$ cat config.mk
export PLATFORM = sky130hd
export DESIGN_NAME = sss_supervisor
export DESIGN_NICKNAME = d
export VERILOG_FILES = /design/src/sss_pkg.sv /design/src/sss_filter_if.sv /design/src/sss_filter_mem.sv /design/src/sss_supervisor.sv
export SDC_FILE = /design/constraint.sdc
export NUM_CORES = 1
export LEC_CHECK = 0
export ABC_CLOCK_PERIOD_IN_PS = 5700
export BUFFER_PORTS_ARGS = -buffer_cell sky130_fd_sc_hd__buf_4
export CORE_ASPECT_RATIO = 0.6
export CORE_UTILIZATION = 60
export DETAILED_ROUTE_END_ITERATION = 8
export HOLD_SLACK_MARGIN = 0.02
export PLACE_DENSITY = 0.89
export REMOVE_ABC_BUFFERS = 1
export SYNTH_ARGS = -nofsm -noshare
export SYNTH_HDL_FRONTEND = slang
export SYNTH_HIERARCHICAL = 1
export SYNTH_SLANG_ARGS = --single-unit
$ cat constraint.sdc
create_clock -name core_clk -period 5.7 [get_ports core_clk]
set_input_delay 0.57 -clock core_clk [delete_from_list [all_inputs] [get_ports core_clk]]
set_output_delay 0.57 -clock core_clk [all_outputs]
set_load 0.03 [all_outputs]
$ cat src/sss_pkg.sv
package sss_pkg;

    // ************************************************************
    // Sizes of the selection, filter table and audit fields.
    // ************************************************************
    localparam int NUM_PORTS   = 4;
    localparam int SEL_W       = 2;
    localparam int FILT_AW     = 8;
    localparam int FILT_DW     = 2;
    localparam int FILT_WHITE  = 0;
    localparam int FILT_BLACK  = 1;
    localparam int RULE_W      = 4;
    localparam int ID_W        = 8;
    localparam int TIME_W      = 32;
    localparam int EVT_W       = 3;
    localparam int OP_W        = 2;

    // ************************************************************
    // Reset values.
    // ************************************************************
    localparam logic [SEL_W-1:0]  SEL_RESET  = 2'h0;
    localparam logic [RULE_W-1:0] RULE_RESET = 4'h0;
    localparam logic [RULE_W-1:0] UCFG_RESET = 4'h0;
    localparam logic [ID_W-1:0]   ID_RESET   = 8'h00;

    // ************************************************************
    // Timing of the authentication device power-off interval.
    // ************************************************************
    localparam int CLK_PERIOD_NS        = 10;
    localparam int AUTH_OFF_TIME_MS     = 1000;
    localparam int AUTH_OFF_CYCLES_DEF  = (AUTH_OFF_TIME_MS * 1000000 + CLK_PERIOD_NS - 1) / CLK_PERIOD_NS;
    localparam int AUTH_CNT_W           = 27;

    // ************************************************************
    // Administrative command codes.
    // ************************************************************
    localparam logic [OP_W-1:0] OP_WHITE_SET = 2'h0;
    localparam logic [OP_W-1:0] OP_BLACK_SET = 2'h1;
    localparam logic [OP_W-1:0] OP_PORT_RULE = 2'h2;

    // ************************************************************
    // Audit event types.
    // ************************************************************
    localparam logic [EVT_W-1:0] EVT_AUDIT_START = 3'h0;
    localparam logic [EVT_W-1:0] EVT_AUDIT_STOP  = 3'h1;
    localparam logic [EVT_W-1:0] EVT_LOGIN       = 3'h2;
    localparam logic [EVT_W-1:0] EVT_LOGOUT      = 3'h3;
    localparam logic [EVT_W-1:0] EVT_FILTER_EDIT = 3'h4;
    localparam logic [EVT_W-1:0] EVT_PORT_RULE   = 3'h5;

    // ************************************************************
    // Supervisor states, Gray coded along the self-test path.
    // ************************************************************
    typedef enum logic [2:0] {
        ST_INTEGRITY = 3'h0,
        ST_ISOLATION = 3'h1,
        ST_CONTROL   = 3'h3,
        ST_TAMPER    = 3'h2,
        ST_NORMAL    = 3'h6,
        ST_DISABLED  = 3'h7
    } sss_state_type;

endpackage

$ cat src/sss_filter_if.sv
`timescale 1ns/100ps
interface sss_filter_if;
    import sss_pkg::*;
    logic               wr_en;
    logic [FILT_AW-1:0] wr_addr;
    logic [FILT_DW-1:0] wr_mask;
    logic [FILT_DW-1:0] wr_data;
    logic               rd_en;
    logic [FILT_AW-1:0] rd_addr;
    logic [FILT_DW-1:0] rd_data;

    modport ctl (output wr_en, output wr_addr, output wr_mask, output wr_data,
                 output rd_en, output rd_addr, input rd_data);
    modport mem (input wr_en, input wr_addr, input wr_mask, input wr_data,
                 input rd_en, input rd_addr, output rd_data);
endinterface

$ cat src/sss_filter_mem.sv
`timescale 1ns/100ps
module sss_filter_mem
    import sss_pkg::*;
(
    input  wire logic core_clk,
    input  wire logic rst,
    input  wire logic clk_en,
    sss_filter_if.mem fbus
);

    logic [FILT_DW-1:0] rd_data_reg;

    // ************************************************************
    // One bit plane per mark, so white and black marks edit apart.
    // ************************************************************
    genvar b;
    generate
        for (b = 0; b < FILT_DW; b++) begin : g_bit
            logic plane_mem [2**FILT_AW];
            always_ff @(posedge core_clk) begin
                if (clk_en && fbus.wr_en && fbus.wr_mask[b]) begin
                    plane_mem[fbus.wr_addr] <= fbus.wr_data[b];
                end
            end
            // Registered read; planes are not reset, so program entries before use.
            always_ff @(posedge core_clk) begin
                if (rst) begin
                    rd_data_reg[b] <= 1'b0;
                end else if (clk_en && fbus.rd_en) begin
                    rd_data_reg[b] <= plane_mem[fbus.rd_addr];
                end
            end
        end
    endgenerate

    assign fbus.rd_data = rd_data_reg;

endmodule

$ cat src/sss_supervisor.sv
// Overview of operation
// Self-test runs at power-up and reset button; the button is ignored once a tamper has been latched.
// Tests integrity, isolation, selection control, tamper.
// Failed self-test lights front-panel failure lamp.
// Selected-computer lamps always valid, including reset.
// Selection change cuts authentication power one second.
// Admin actions blocked until admin authenticated.
// Only authenticated admin edits white and black lists.
// User configuration needs no authentication.
// Audit start, stop, login, logout, admin functions.
// Record holds time, type, subject, outcome.
// Admin may set per-port data-flow rules.
// Self-test or tamper failure disables switching.
// Counter times power-off; connect after expiry.
`timescale 1ns/100ps
module sss_supervisor
    import sss_pkg::*;
#(
    parameter int unsigned AUTH_OFF_CYCLES = AUTH_OFF_CYCLES_DEF
)(
    input  wire logic                 core_clk,
    input  wire logic                 rst,
    input  wire logic                 clk_en,
    input  wire logic                 reset_button,
    input  wire logic                 integrity_ok,
    input  wire logic                 iso_leak,
    input  wire logic                 select_ctrl_ok,
    input  wire logic                 tamper_ok,
    input  wire logic                 tamper_alarm,
    input  wire logic                 sel_req_valid,
    input  wire logic [SEL_W-1:0]     sel_req,
    input  wire logic                 admin_logon_valid,
    input  wire logic [ID_W-1:0]      admin_id,
    input  wire logic                 admin_pass_ok,
    input  wire logic                 admin_key_ok,
    input  wire logic                 admin_logout,
    input  wire logic                 cmd_valid,
    input  wire logic [OP_W-1:0]      cmd_op,
    input  wire logic [FILT_AW-1:0]   cmd_index,
    input  wire logic [RULE_W-1:0]    cmd_data,
    input  wire logic                 user_cfg_valid,
    input  wire logic [RULE_W-1:0]    user_cfg_data,
    input  wire logic                 lookup_valid,
    input  wire logic [FILT_AW-1:0]   lookup_code,
    input  wire logic [TIME_W-1:0]    rtc_time,
    output logic                      selftest_active,
    output logic                      iso_probe_en,
    output logic                      led_fail,
    output logic                      led_ok,
    output logic [NUM_PORTS-1:0]      led_select,
    output logic                      switching_enabled,
    output logic                      auth_power_en,
    output logic [NUM_PORTS-1:0]      auth_port_en,
    output logic                      admin_active,
    output logic                      cmd_done,
    output logic                      cmd_refused,
    output logic [NUM_PORTS*RULE_W-1:0] port_rules,
    output logic [RULE_W-1:0]         user_cfg,
    output logic                      lookup_done,
    output logic                      lookup_allowed,
    output logic                      audit_valid,
    output logic [TIME_W-1:0]         audit_time,
    output logic [EVT_W-1:0]          audit_event,
    output logic [ID_W-1:0]           audit_subject,
    output logic                      audit_success
);

    // ************************************************************
    // Helpers and declarations.
    // ************************************************************
    function automatic logic [NUM_PORTS-1:0] sss_onehot(input logic [SEL_W-1:0] s);
        logic [NUM_PORTS-1:0] v;
        v = '0;
        v[s] = 1'b1;
        return v;
    endfunction

    localparam logic [AUTH_CNT_W-1:0] AUTH_LOAD = AUTH_CNT_W'(AUTH_OFF_CYCLES - 1);

    sss_state_type            state_reg, state_next;
    logic                     button_prev_reg;
    logic                     tamper_latch_reg;
    logic [SEL_W-1:0]         sel_reg;
    logic [AUTH_CNT_W-1:0]    auth_cnt_reg;
    logic                     auth_off_reg;
    logic [NUM_PORTS-1:0]     auth_port_reg;
    logic                     admin_reg;
    logic [ID_W-1:0]          admin_id_reg;
    logic                     cmd_done_reg, cmd_refused_reg;
    logic [RULE_W-1:0]        user_cfg_reg;
    logic                     lookup_done_reg;
    logic                     audit_valid_reg, audit_success_reg;
    logic [TIME_W-1:0]        audit_time_reg;
    logic [EVT_W-1:0]         audit_event_reg;
    logic [ID_W-1:0]          audit_subject_reg;
    logic                     button_rise, tamper_hit, normal, leaving, entering;
    logic                     op_ok, logon_evt, logout_evt, cmd_evt, cmd_legal, cmd_filter;
    logic                     sel_change;

    sss_filter_if fbus ();

    assign button_rise = reset_button & ~button_prev_reg;
    assign normal      = (state_reg == ST_NORMAL);
    assign tamper_hit  = (normal & tamper_alarm) | ((state_reg == ST_TAMPER) & ~tamper_ok);

    // ************************************************************
    // Self-test sequence and secure disabled state.
    // ************************************************************
    // A latched tamper keeps the unit disabled; the button cannot revive it.
    always_comb begin
        state_next = state_reg;
        case (state_reg)
            ST_INTEGRITY: state_next = integrity_ok ? ST_ISOLATION : ST_DISABLED;
            ST_ISOLATION: state_next = iso_leak ? ST_DISABLED : ST_CONTROL;
            ST_CONTROL:   state_next = select_ctrl_ok ? ST_TAMPER : ST_DISABLED;
            ST_TAMPER:    state_next = tamper_ok ? ST_NORMAL : ST_DISABLED;
            ST_NORMAL:    state_next = ST_NORMAL;
            ST_DISABLED:  state_next = ST_DISABLED;
            default:      state_next = ST_DISABLED;
        endcase
        if (tamper_hit) begin
            state_next = ST_DISABLED;
        end else if (button_rise && !tamper_latch_reg) begin
            state_next = ST_INTEGRITY;
        end
    end

    // Reset starts the suite so no switching happens before it passes.
    always_ff @(posedge core_clk) begin
        if (rst) begin
            state_reg       <= ST_INTEGRITY;
            button_prev_reg <= 1'b0;
        end else if (clk_en) begin
            state_reg       <= state_next;
            button_prev_reg <= reset_button;
        end
    end

    // Tamper evidence is sticky until the next power-on reset.
    always_ff @(posedge core_clk) begin
        if (rst) begin
            tamper_latch_reg <= 1'b0;
        end else if (clk_en && tamper_hit) begin
            tamper_latch_reg <= 1'b1;
        end
    end

    assign selftest_active   = !normal && (state_reg != ST_DISABLED);
    assign iso_probe_en      = (state_reg == ST_ISOLATION);
    assign led_fail          = (state_reg == ST_DISABLED);
    assign led_ok            = normal;
    assign switching_enabled = normal;

    // ************************************************************
    // Selection, indication and authentication device power.
    // ************************************************************
    assign sel_change = normal & sel_req_valid & (sel_req != sel_reg);

    // The lamps follow the held selection, which has a reset value.
    always_ff @(posedge core_clk) begin
        if (rst) begin
            sel_reg <= SEL_RESET;
        end else if (clk_en && sel_change) begin
            sel_reg <= sel_req;
        end
    end

    assign led_select = sss_onehot(sel_reg);

    // Power drops on every change; a change during the interval restarts it,
    // so the device is never reconnected early.
    always_ff @(posedge core_clk) begin
        if (rst) begin
            auth_off_reg <= 1'b0;
            auth_cnt_reg <= '0;
        end else if (clk_en) begin
            if (sel_change) begin
                auth_off_reg <= 1'b1;
                auth_cnt_reg <= AUTH_LOAD;
            end else if (auth_off_reg) begin
                if (auth_cnt_reg == '0) begin
                    auth_off_reg <= 1'b0;
                end else begin
                    auth_cnt_reg <= auth_cnt_reg - 1'b1;
                end
            end
        end
    end

    // Connection to the new computer only after the counter has expired.
    always_ff @(posedge core_clk) begin
        if (rst) begin
            auth_port_reg <= '0;
        end else if (clk_en) begin
            auth_port_reg <= (normal && !auth_off_reg && !sel_change) ? sss_onehot(sel_reg) : '0;
        end
    end

    assign auth_power_en = ~auth_off_reg;
    assign auth_port_en  = auth_port_reg;

    // ************************************************************
    // Administrator session and management commands.
    // ************************************************************
    // One admin request per cycle: logon beats logout beats a command.
    assign leaving    = normal & (state_next != ST_NORMAL);
    assign entering   = !normal & (state_next == ST_NORMAL);
    assign op_ok      = normal & ~leaving;
    assign logon_evt  = op_ok & admin_logon_valid;
    assign logout_evt = op_ok & ~admin_logon_valid & admin_logout & admin_reg;
    assign cmd_evt    = op_ok & ~admin_logon_valid & ~admin_logout & cmd_valid;
    assign cmd_filter = (cmd_op == OP_WHITE_SET) || (cmd_op == OP_BLACK_SET);
    assign cmd_legal  = admin_reg && (cmd_filter || (cmd_op == OP_PORT_RULE));

    always_ff @(posedge core_clk) begin
        if (rst) begin
            admin_reg    <= 1'b0;
            admin_id_reg <= ID_RESET;
        end else if (clk_en) begin
            if (!op_ok || logout_evt) begin
                admin_reg <= 1'b0;
            end else if (logon_evt) begin
                admin_reg    <= admin_pass_ok | admin_key_ok;
                admin_id_reg <= admin_id;
            end
        end
    end

    assign admin_active = admin_reg;

    always_ff @(posedge core_clk) begin
        if (rst) begin
            cmd_done_reg    <= 1'b0;
            cmd_refused_reg <= 1'b0;
        end else if (clk_en) begin
            cmd_done_reg    <= cmd_evt & cmd_legal;
            cmd_refused_reg <= cmd_evt & ~cmd_legal;
        end
    end

    assign cmd_done    = cmd_done_reg;
    assign cmd_refused = cmd_refused_reg;

    // List edits reach the table only for an authenticated administrator.
    assign fbus.wr_en   = cmd_evt & cmd_legal & cmd_filter;
    assign fbus.wr_addr = cmd_index;
    assign fbus.wr_mask = (cmd_op == OP_BLACK_SET) ? 2'h2 : 2'h1;
    assign fbus.wr_data = {cmd_data[0], cmd_data[0]};
    assign fbus.rd_en   = lookup_valid;
    assign fbus.rd_addr = lookup_code;

    // Per-port data-flow rules, one register for each computer port.
    genvar p;
    generate
        for (p = 0; p < NUM_PORTS; p++) begin : g_rule
            logic [RULE_W-1:0] rule_reg;
            always_ff @(posedge core_clk) begin
                if (rst) begin
                    rule_reg <= RULE_RESET;
                end else if (clk_en && cmd_evt && cmd_legal && cmd_op == OP_PORT_RULE &&
                             cmd_index[SEL_W-1:0] == SEL_W'(p)) begin
                    rule_reg <= cmd_data;
                end
            end
            assign port_rules[p*RULE_W +: RULE_W] = rule_reg;
        end
    endgenerate

    // User settings are open to anyone, with no session check.
    always_ff @(posedge core_clk) begin
        if (rst) begin
            user_cfg_reg <= UCFG_RESET;
        end else if (clk_en && user_cfg_valid) begin
            user_cfg_reg <= user_cfg_data;
        end
    end

    assign user_cfg = user_cfg_reg;

    // ************************************************************
    // Device qualification lookup.
    // ************************************************************
    always_ff @(posedge core_clk) begin
        if (rst) begin
            lookup_done_reg <= 1'b0;
        end else if (clk_en) begin
            lookup_done_reg <= lookup_valid;
        end
    end

    assign lookup_done    = lookup_done_reg;
    assign lookup_allowed = lookup_done_reg & fbus.rd_data[FILT_WHITE] & ~fbus.rd_data[FILT_BLACK];

    sss_filter_mem u_filter (
        .core_clk (core_clk),
        .rst      (rst),
        .clk_en   (clk_en),
        .fbus     (fbus.mem)
    );

    // ************************************************************
    // Audit record generation.
    // ************************************************************
    // Stop and start take precedence; admin traffic is held off in those cycles.
    always_ff @(posedge core_clk) begin
        if (rst) begin
            audit_valid_reg   <= 1'b0;
            audit_time_reg    <= '0;
            audit_event_reg   <= EVT_AUDIT_START;
            audit_subject_reg <= ID_RESET;
            audit_success_reg <= 1'b0;
        end else if (clk_en) begin
            audit_valid_reg   <= leaving | entering | logon_evt | logout_evt | (cmd_evt & cmd_filter) |
                                 (cmd_evt & cmd_op == OP_PORT_RULE);
            audit_time_reg    <= rtc_time;
            audit_subject_reg <= logon_evt ? admin_id : admin_id_reg;
            audit_success_reg <= 1'b1;
            if (leaving) begin
                audit_event_reg <= EVT_AUDIT_STOP;
                audit_subject_reg <= ID_RESET;
            end else if (entering) begin
                audit_event_reg <= EVT_AUDIT_START;
                audit_subject_reg <= ID_RESET;
            end else if (logon_evt) begin
                audit_event_reg   <= EVT_LOGIN;
                audit_success_reg <= admin_pass_ok | admin_key_ok;
            end else if (logout_evt) begin
                audit_event_reg <= EVT_LOGOUT;
            end else begin
                audit_event_reg   <= cmd_filter ? EVT_FILTER_EDIT : EVT_PORT_RULE;
                audit_success_reg <= cmd_legal;
            end
        end
    end

    assign audit_valid   = audit_valid_reg;
    assign audit_time    = audit_time_reg;
    assign audit_event   = audit_event_reg;
    assign audit_subject = audit_subject_reg;
    assign audit_success = audit_success_reg;

endmodule

# Word-level counts from Yosys, hierarchy flattened
# Memories as Yosys holds them, arrays and structs flattened. A register that Yosys moved wholly into a read port is not among the register bits.
# Cells that the tools add are included.
# classes
add_sub_neg,1
magnitude_cmp,2
eq_ne,15
mux,35
n_bitwise,37
n_reduce_logical,37
# ops
cell,n
$mux 27,3
$logic_not 27->1,1
$mux 3,9
$sub 27x1->27 const B,1
$mux 8,3
$and 1x1->1,21
$logic_and 1x1->1,20
$mux 1,16
$pmux 3 s5,1
$eq 3x3->1 const B,3
$not 1->1,9
$or 1x1->1,7
$eq 2x2->1 const B,3
$eq 3x2->1 const B,2
$ne 3x3->1 const B,2
$logic_not 1->1,5
$eq 2x1->1 const B,2
$logic_not 2->1,2
$mux 4,1
$reduce_and 2->1,2
$reduce_bool 2->1,2
$eq 3x1->1 const B,1
$logic_not 3->1,1
$logic_or 1x1->1,3
other kinds (7),7
# totals
ff_bits,116
ram_bits,512
in_bits,85
output_inout_bits,84
word_cells,151
mem_count,2
# memory_table
name,words,word_bits,read_ports,rd_clocked_by_memory_dff,write_ports,line,source
u_filter.g_bit[0].plane_mem,256,1,1,1,1,sss_filter_mem.sv:19,logic plane_mem [2**FILT_AW];
u_filter.g_bit[1].plane_mem,256,1,1,1,1,sss_filter_mem.sv:19,

# Logic depth before layout (Yosys ltp)
# depth
word_depth,18
mapped_depth,15
mapped_depth_nobuf,13

# Modules after synthesis
# Netlist, hierarchy kept.
# by_module_without_submodules
mod,n_inst,cells_per_inst,area_each_um2,seq_area_each_um2
sss_filter_mem,1,1547,22201.3,15414.8
sss_supervisor,1,555,5037.3,2322.2

# Worst setup path before layout
# Ideal clock, no wire load.
# synth_path
path_type,input to register
start,input port tamper_alarm
end,"memory u_filter.g_bit[0].plane_mem[54], enable pin"
setup_ns,0.300
t_arrival_ns,3.086
t_required_ns,5.400
path_slack_ns,2.315
path_stages,14
path_buffers,1
path_cell_list,nand2_1 -> o21ai_0 -> and2_1 -> a21o_1 -> nor3_1 -> ha_1 -> nor3b_1 -> nand2_1 -> nor3b_1 -> nand3_1 -> nor3_1 -> nand3_1 -> clkbuf_1 -> nor2_1
# synth_between
elab_chain_cells,16
# synth_rtl
item,line,source
start: declaration,sss_supervisor.sv:29,"input wire logic tamper_alarm,"
$and 1x1->1,sss_supervisor.sv:104,assign tamper_hit = (normal & tamper_alarm) | ((state_reg == ST_TAMPER) & ~tamper_ok);
$or 1x1->1,sss_supervisor.sv:104,
$mux 3,sss_supervisor.sv:121,if (tamper_hit) begin
$ne 3x3->1,sss_supervisor.sv:206,assign leaving = normal & (state_next != ST_NORMAL);
$and 1x1->1,sss_supervisor.sv:206,
$not 1->1,sss_supervisor.sv:208,assign op_ok = normal & ~leaving;
$and 1x1->1,sss_supervisor.sv:208,
$and 1x1->1 (3 in a row),sss_supervisor.sv:211,assign cmd_evt = op_ok & ~admin_logon_valid & ~admin_logout & cmd_valid;
$and 1x1->1 (2 in a row),sss_supervisor.sv:245,assign fbus.wr_en = cmd_evt & cmd_legal & cmd_filter;
via fbus.wr_en,sss_filter_if.sv:4,logic wr_en;
$logic_and 1x1->1 (2 in a row),sss_filter_mem.sv:21,if (clk_en && fbus.wr_en && fbus.wr_mask[b]) begin
$mux 1,sss_filter_mem.sv:21,
$mux 1 (not written as such),sss_filter_mem.sv:22,plane_mem[fbus.wr_addr] <= fbus.wr_data[b];
end: declaration,sss_filter_mem.sv:19,
# The timed path passes the listed nets, and every way through them passes these cells.

# Worst setup path in the final report
# layout_path
start,register state_reg[1]
end,"memory u_filter.g_bit[1].plane_mem[221], enable pin"
# layout_between
elab_chain_cells,17
elab_cells_between_ends,24
classes_between,5 x eq/ne; 5 x mux; 11 x bitwise; 3 x reduce/logical
# layout_rtl
item,line,source
start: declaration,sss_supervisor.sv:80,"sss_state_type state_reg, state_next;"
start signal: assignment,sss_supervisor.sv:134,state_reg <= state_next;
$eq 3x3->1 (tied with other cells),"sss_supervisor.sv:103, sss_supervisor.sv:112",
$pmux 3 s5 / $and 1x1->1 (equally long branches),"sss_supervisor.sv:112, sss_supervisor.sv:104",
$mux 3 / $or 1x1->1 (equally long branches),"sss_supervisor.sv:123, sss_supervisor.sv:104",
$mux 3,sss_supervisor.sv:121,
$ne 3x3->1,sss_supervisor.sv:206,
$and 1x1->1,sss_supervisor.sv:206,
$not 1->1,sss_supervisor.sv:208,
$and 1x1->1 *,sss_supervisor.sv:208,
$and 1x1->1 * (3 in a row),sss_supervisor.sv:211,
$and 1x1->1 * (2 in a row),sss_supervisor.sv:245,
via fbus.wr_en,sss_filter_if.sv:4,
$logic_and 1x1->1 * (2 in a row),sss_filter_mem.sv:21,
$mux 1 *,sss_filter_mem.sv:21,
$mux 1 (not written as such) *,sss_filter_mem.sv:22,
end: declaration,sss_filter_mem.sv:19,
# The timed path passes the listed nets; every way through them passes the cells marked *.

==> results.toml <==
[power_and_ir_drop]
seqPwrFrac = 0.546
combPwrFrac = 0.067
vdd_drop_max_v = 0.000232
cellLeakagePower_nw = 9.95
pwr-share-clk = 0.387
p_sw_frac = 0.221
power_switching_mw = 2.02
internal-power_mw = 7.14
p_total_mw = 9.16
power_density_mw_per_mm2 = 300

[clock_network]
clockBufferDepth = 3
cts_buffers = 54
tritoncts = "yes"
clk_pin_slew_ns = 0.07
cts_num_sinks = 630
clk-insertion-delay-late_ns = 0.60
post_cts_buffers = 0
post_cts_resized = 0
cts_hold_buf = 0
cts_root_buf = "clkbuf_16"
cts_max_level = 2

[timing]
setup_viol = 0
rsz0062_at_grt = "false"
timing.final.ws_setup_ns = 1.02
fin_tns_setup_ns = 0
slew_headroom = 0.229
worstMarginPinSlew_ns = 1.16
max_freq_mhz = 214
fin_crit_ns = 4.68
finalMaxSlewViolations = 0
whs_ns = 0.227
fin_crit_sh = 0.821
hold_viol = 0
clock-skew-final_ns = 0.0271

[drt]
wl_per_cell_um = 24.4
drt-initial-drc-count = 2808
drc = 0
via_per_inst = 6.50
drt-total-wl_mm = 68.9
dr.pass1.iters = 6
ant_nets = 0
vias = 18400

[final_layout]
final_cell_mix = "nor2_1 (613), edfxtp_1 (512), buf_4 (195)"
drive_above_1_share = 0.186
area_delta_synth_final_pct = 12.0
n_fill_cell = 2972
largest_register_ffs = 512
layout_commonest_cell = "nor2_1"
layout.nets = 2286

[yosys]
ys_ff_latch = 630
synth_warnings = 6
syn_avg_cell_area_um2 = 13.0
synthCells = 2102
yosysSeqAreaShare = 0.651
ys_types = 73
synth_area_mm2 = 0.0272
synthArstFlopShare = 0
synth_flop_cell = "edfxtp_1"
synth_edf_count = 512

[critical_path]
cp-start-kind = "register"
crit_type = "reg -> reg"
crit_start = "state_reg[1]"
r2r_slack_ns = 1.02
critPathMaxFanout = 16
cp.required_ns = 5.99
rr_endpoint = "u_filter/g_bit[1].plane_mem[221]"
reg2reg_from = "state_reg[1]"
r2r_cells = 12
crit_path_end_kind = "register"
worstSetupEndpoint = "u_filter/g_bit[1].plane_mem[221]"
worstPathArrival_ns = 4.97

[global_routing]
grt_pass1_wl_mm = 104
grt_usage = 0.296
overflow = 0
grt_max_degree = 235
grt_pass1_vias = 18100
antenna_found_initial = 2

[placed_design]
gp_congestion = 0.868
io_buffers = 168
dp_hpwl_mm = 41.5
place_ws_ns = 0.978

[job]
maxCapViolations = 0

[run_status]
status = "finished clean"

[min_path]
min_path_type = "in -> reg"
hp-start = "rtc_time[25]"

[floorplan]
die_h_um = 167
num_io_pins = 169
dieArea_mm2 = 0.0463
coreArea_mm2 = 0.0448
initial_core_util = 0.608
num_rows = 60
fp.dieW_um = 277
worst min-delay path by stage:
stage	depth (start not counted)	end	slack (ns)
global placement	2	admin_id_reg[3]	0.44
floorplan	2	admin_id_reg[0]	0.43
global route	3	audit_time[17]	0.23
CTS	3	audit_time[23]	0.20
detailed placement	2	admin_id_reg[0]	0.45
finish	3	audit_time[25]	0.23
Yosys cell counts, drive strengths merged (5+ instances only):
master / number / area share
nand4: 8 / 0.0021
inv: 14 / 0.0019
xnor2: 7 / 0.0023
mux2i: 94 / 0.035
a221oi: 5 / 0.0016
dfxtp: 118 / 0.087
and2: 7 / 0.0016
a22oi: 35 / 0.0096
nand2: 98 / 0.014
nor4: 7 / 0.0024
nor3b: 6 / 0.0018
nor3: 25 / 0.0052
a311oi: 7 / 0.0025
nand3: 31 / 0.0057
clkbuf: 123 / 0.017
a211oi: 14 / 0.0039
nor2: 613 / 0.084
o21ai: 15 / 0.0028
nand2b: 8 / 0.0018
mux4: 109 / 0.090
nand3b: 5 / 0.0014
mux2: 16 / 0.0066
o22ai: 14 / 0.0032
a31oi: 13 / 0.0030
or4: 6 / 0.0017
nor2b: 19 / 0.0044
a21oi: 50 / 0.0092
and3: 6 / 0.0014
o31ai: 6 / 0.0018
or3: 15 / 0.0034
edfxtp: 512 / 0.56
o221ai: 12 / 0.0039
o41ai: 6 / 0.0019
buf: 38 / 0.0088
power by group through the flow:
stage               Sequential (mW)  Clock, mW  Combinational (mW)
finish                         5.01       3.55               0.610
global route                   5.01       3.76               0.639
CTS                            5.00       3.58               0.598
detailed placement             5.11          0               0.597
global placement               5.10          0               0.574
floorplan                      5.14          0               0.234
per-layer routing:
metal	vias up	part of all wire	routed length [um]	global-route usage
li1	7887	-	-	-
met1	9071	0.37	25800	0.415
met2	1240	0.46	32000	0.464
met3	177	0.13	9280	0.0738
met4	4	0.028	1920	0.0848
met5	-	0.00039	27	0
metrics by stage:
stage          cell area (um2)  instances   util
2_1_floorplan            26500       1941      -
3_3_place_gp             28800       2730  0.643
3_5_place_dp             28800       2730  0.643
4_1_cts                  30500       2828  0.681
5_1_grt                  30500       2828  0.681
6_report                 30500       2829  0.681
worst max-delay path: stages (launching register included):
cell	delay, ns
dfxtp_1	0.51
mux2i_1	0.12
a22oi_1	0.19
o21ai_0	0.17
nor3_1	0.37
ha_1	0.34
nor3b_1	0.33
nand2_1	0.13
nor3b_1	0.39
nand3_1	0.25
nor2b_1	0.68
nand3_1	0.59
nor2_1	0.30
area by class of cell:
class                   instances  area (um2)  share of cell area
clock buffers                  74        1510              0.0494
repair buffers                200        1550              0.0509
diodes                          1        2.50           0.0000820
flip-flops and latches        630       17700               0.581
multi-input cells            1296        8750               0.287
inverters                      15        56.3             0.00185
well taps                     589         737              0.0242
clock inverters                24         160             0.00525
cell families (layout without fill, tap and decap cells):
kind of cell / Yosys count / after routing / share of synthesized area
AO/OA/AOI/OAI: 199 / 199 / 0.0506
flip-flops: 630 / 630 / 0.651
AND/OR/NAND/NOR: 866 / 866 / 0.135
XOR/XNOR: 8 / 8 / 0.00257
other: 0 / 1 / 0
adder cells (fa/ha/maj): 4 / 4 / 0.00184
buffers and inverters: 176 / 313 / 0.0278
multiplexers: 219 / 219 / 0.131
Note: power is estimated with default switching activity, not from simulation.
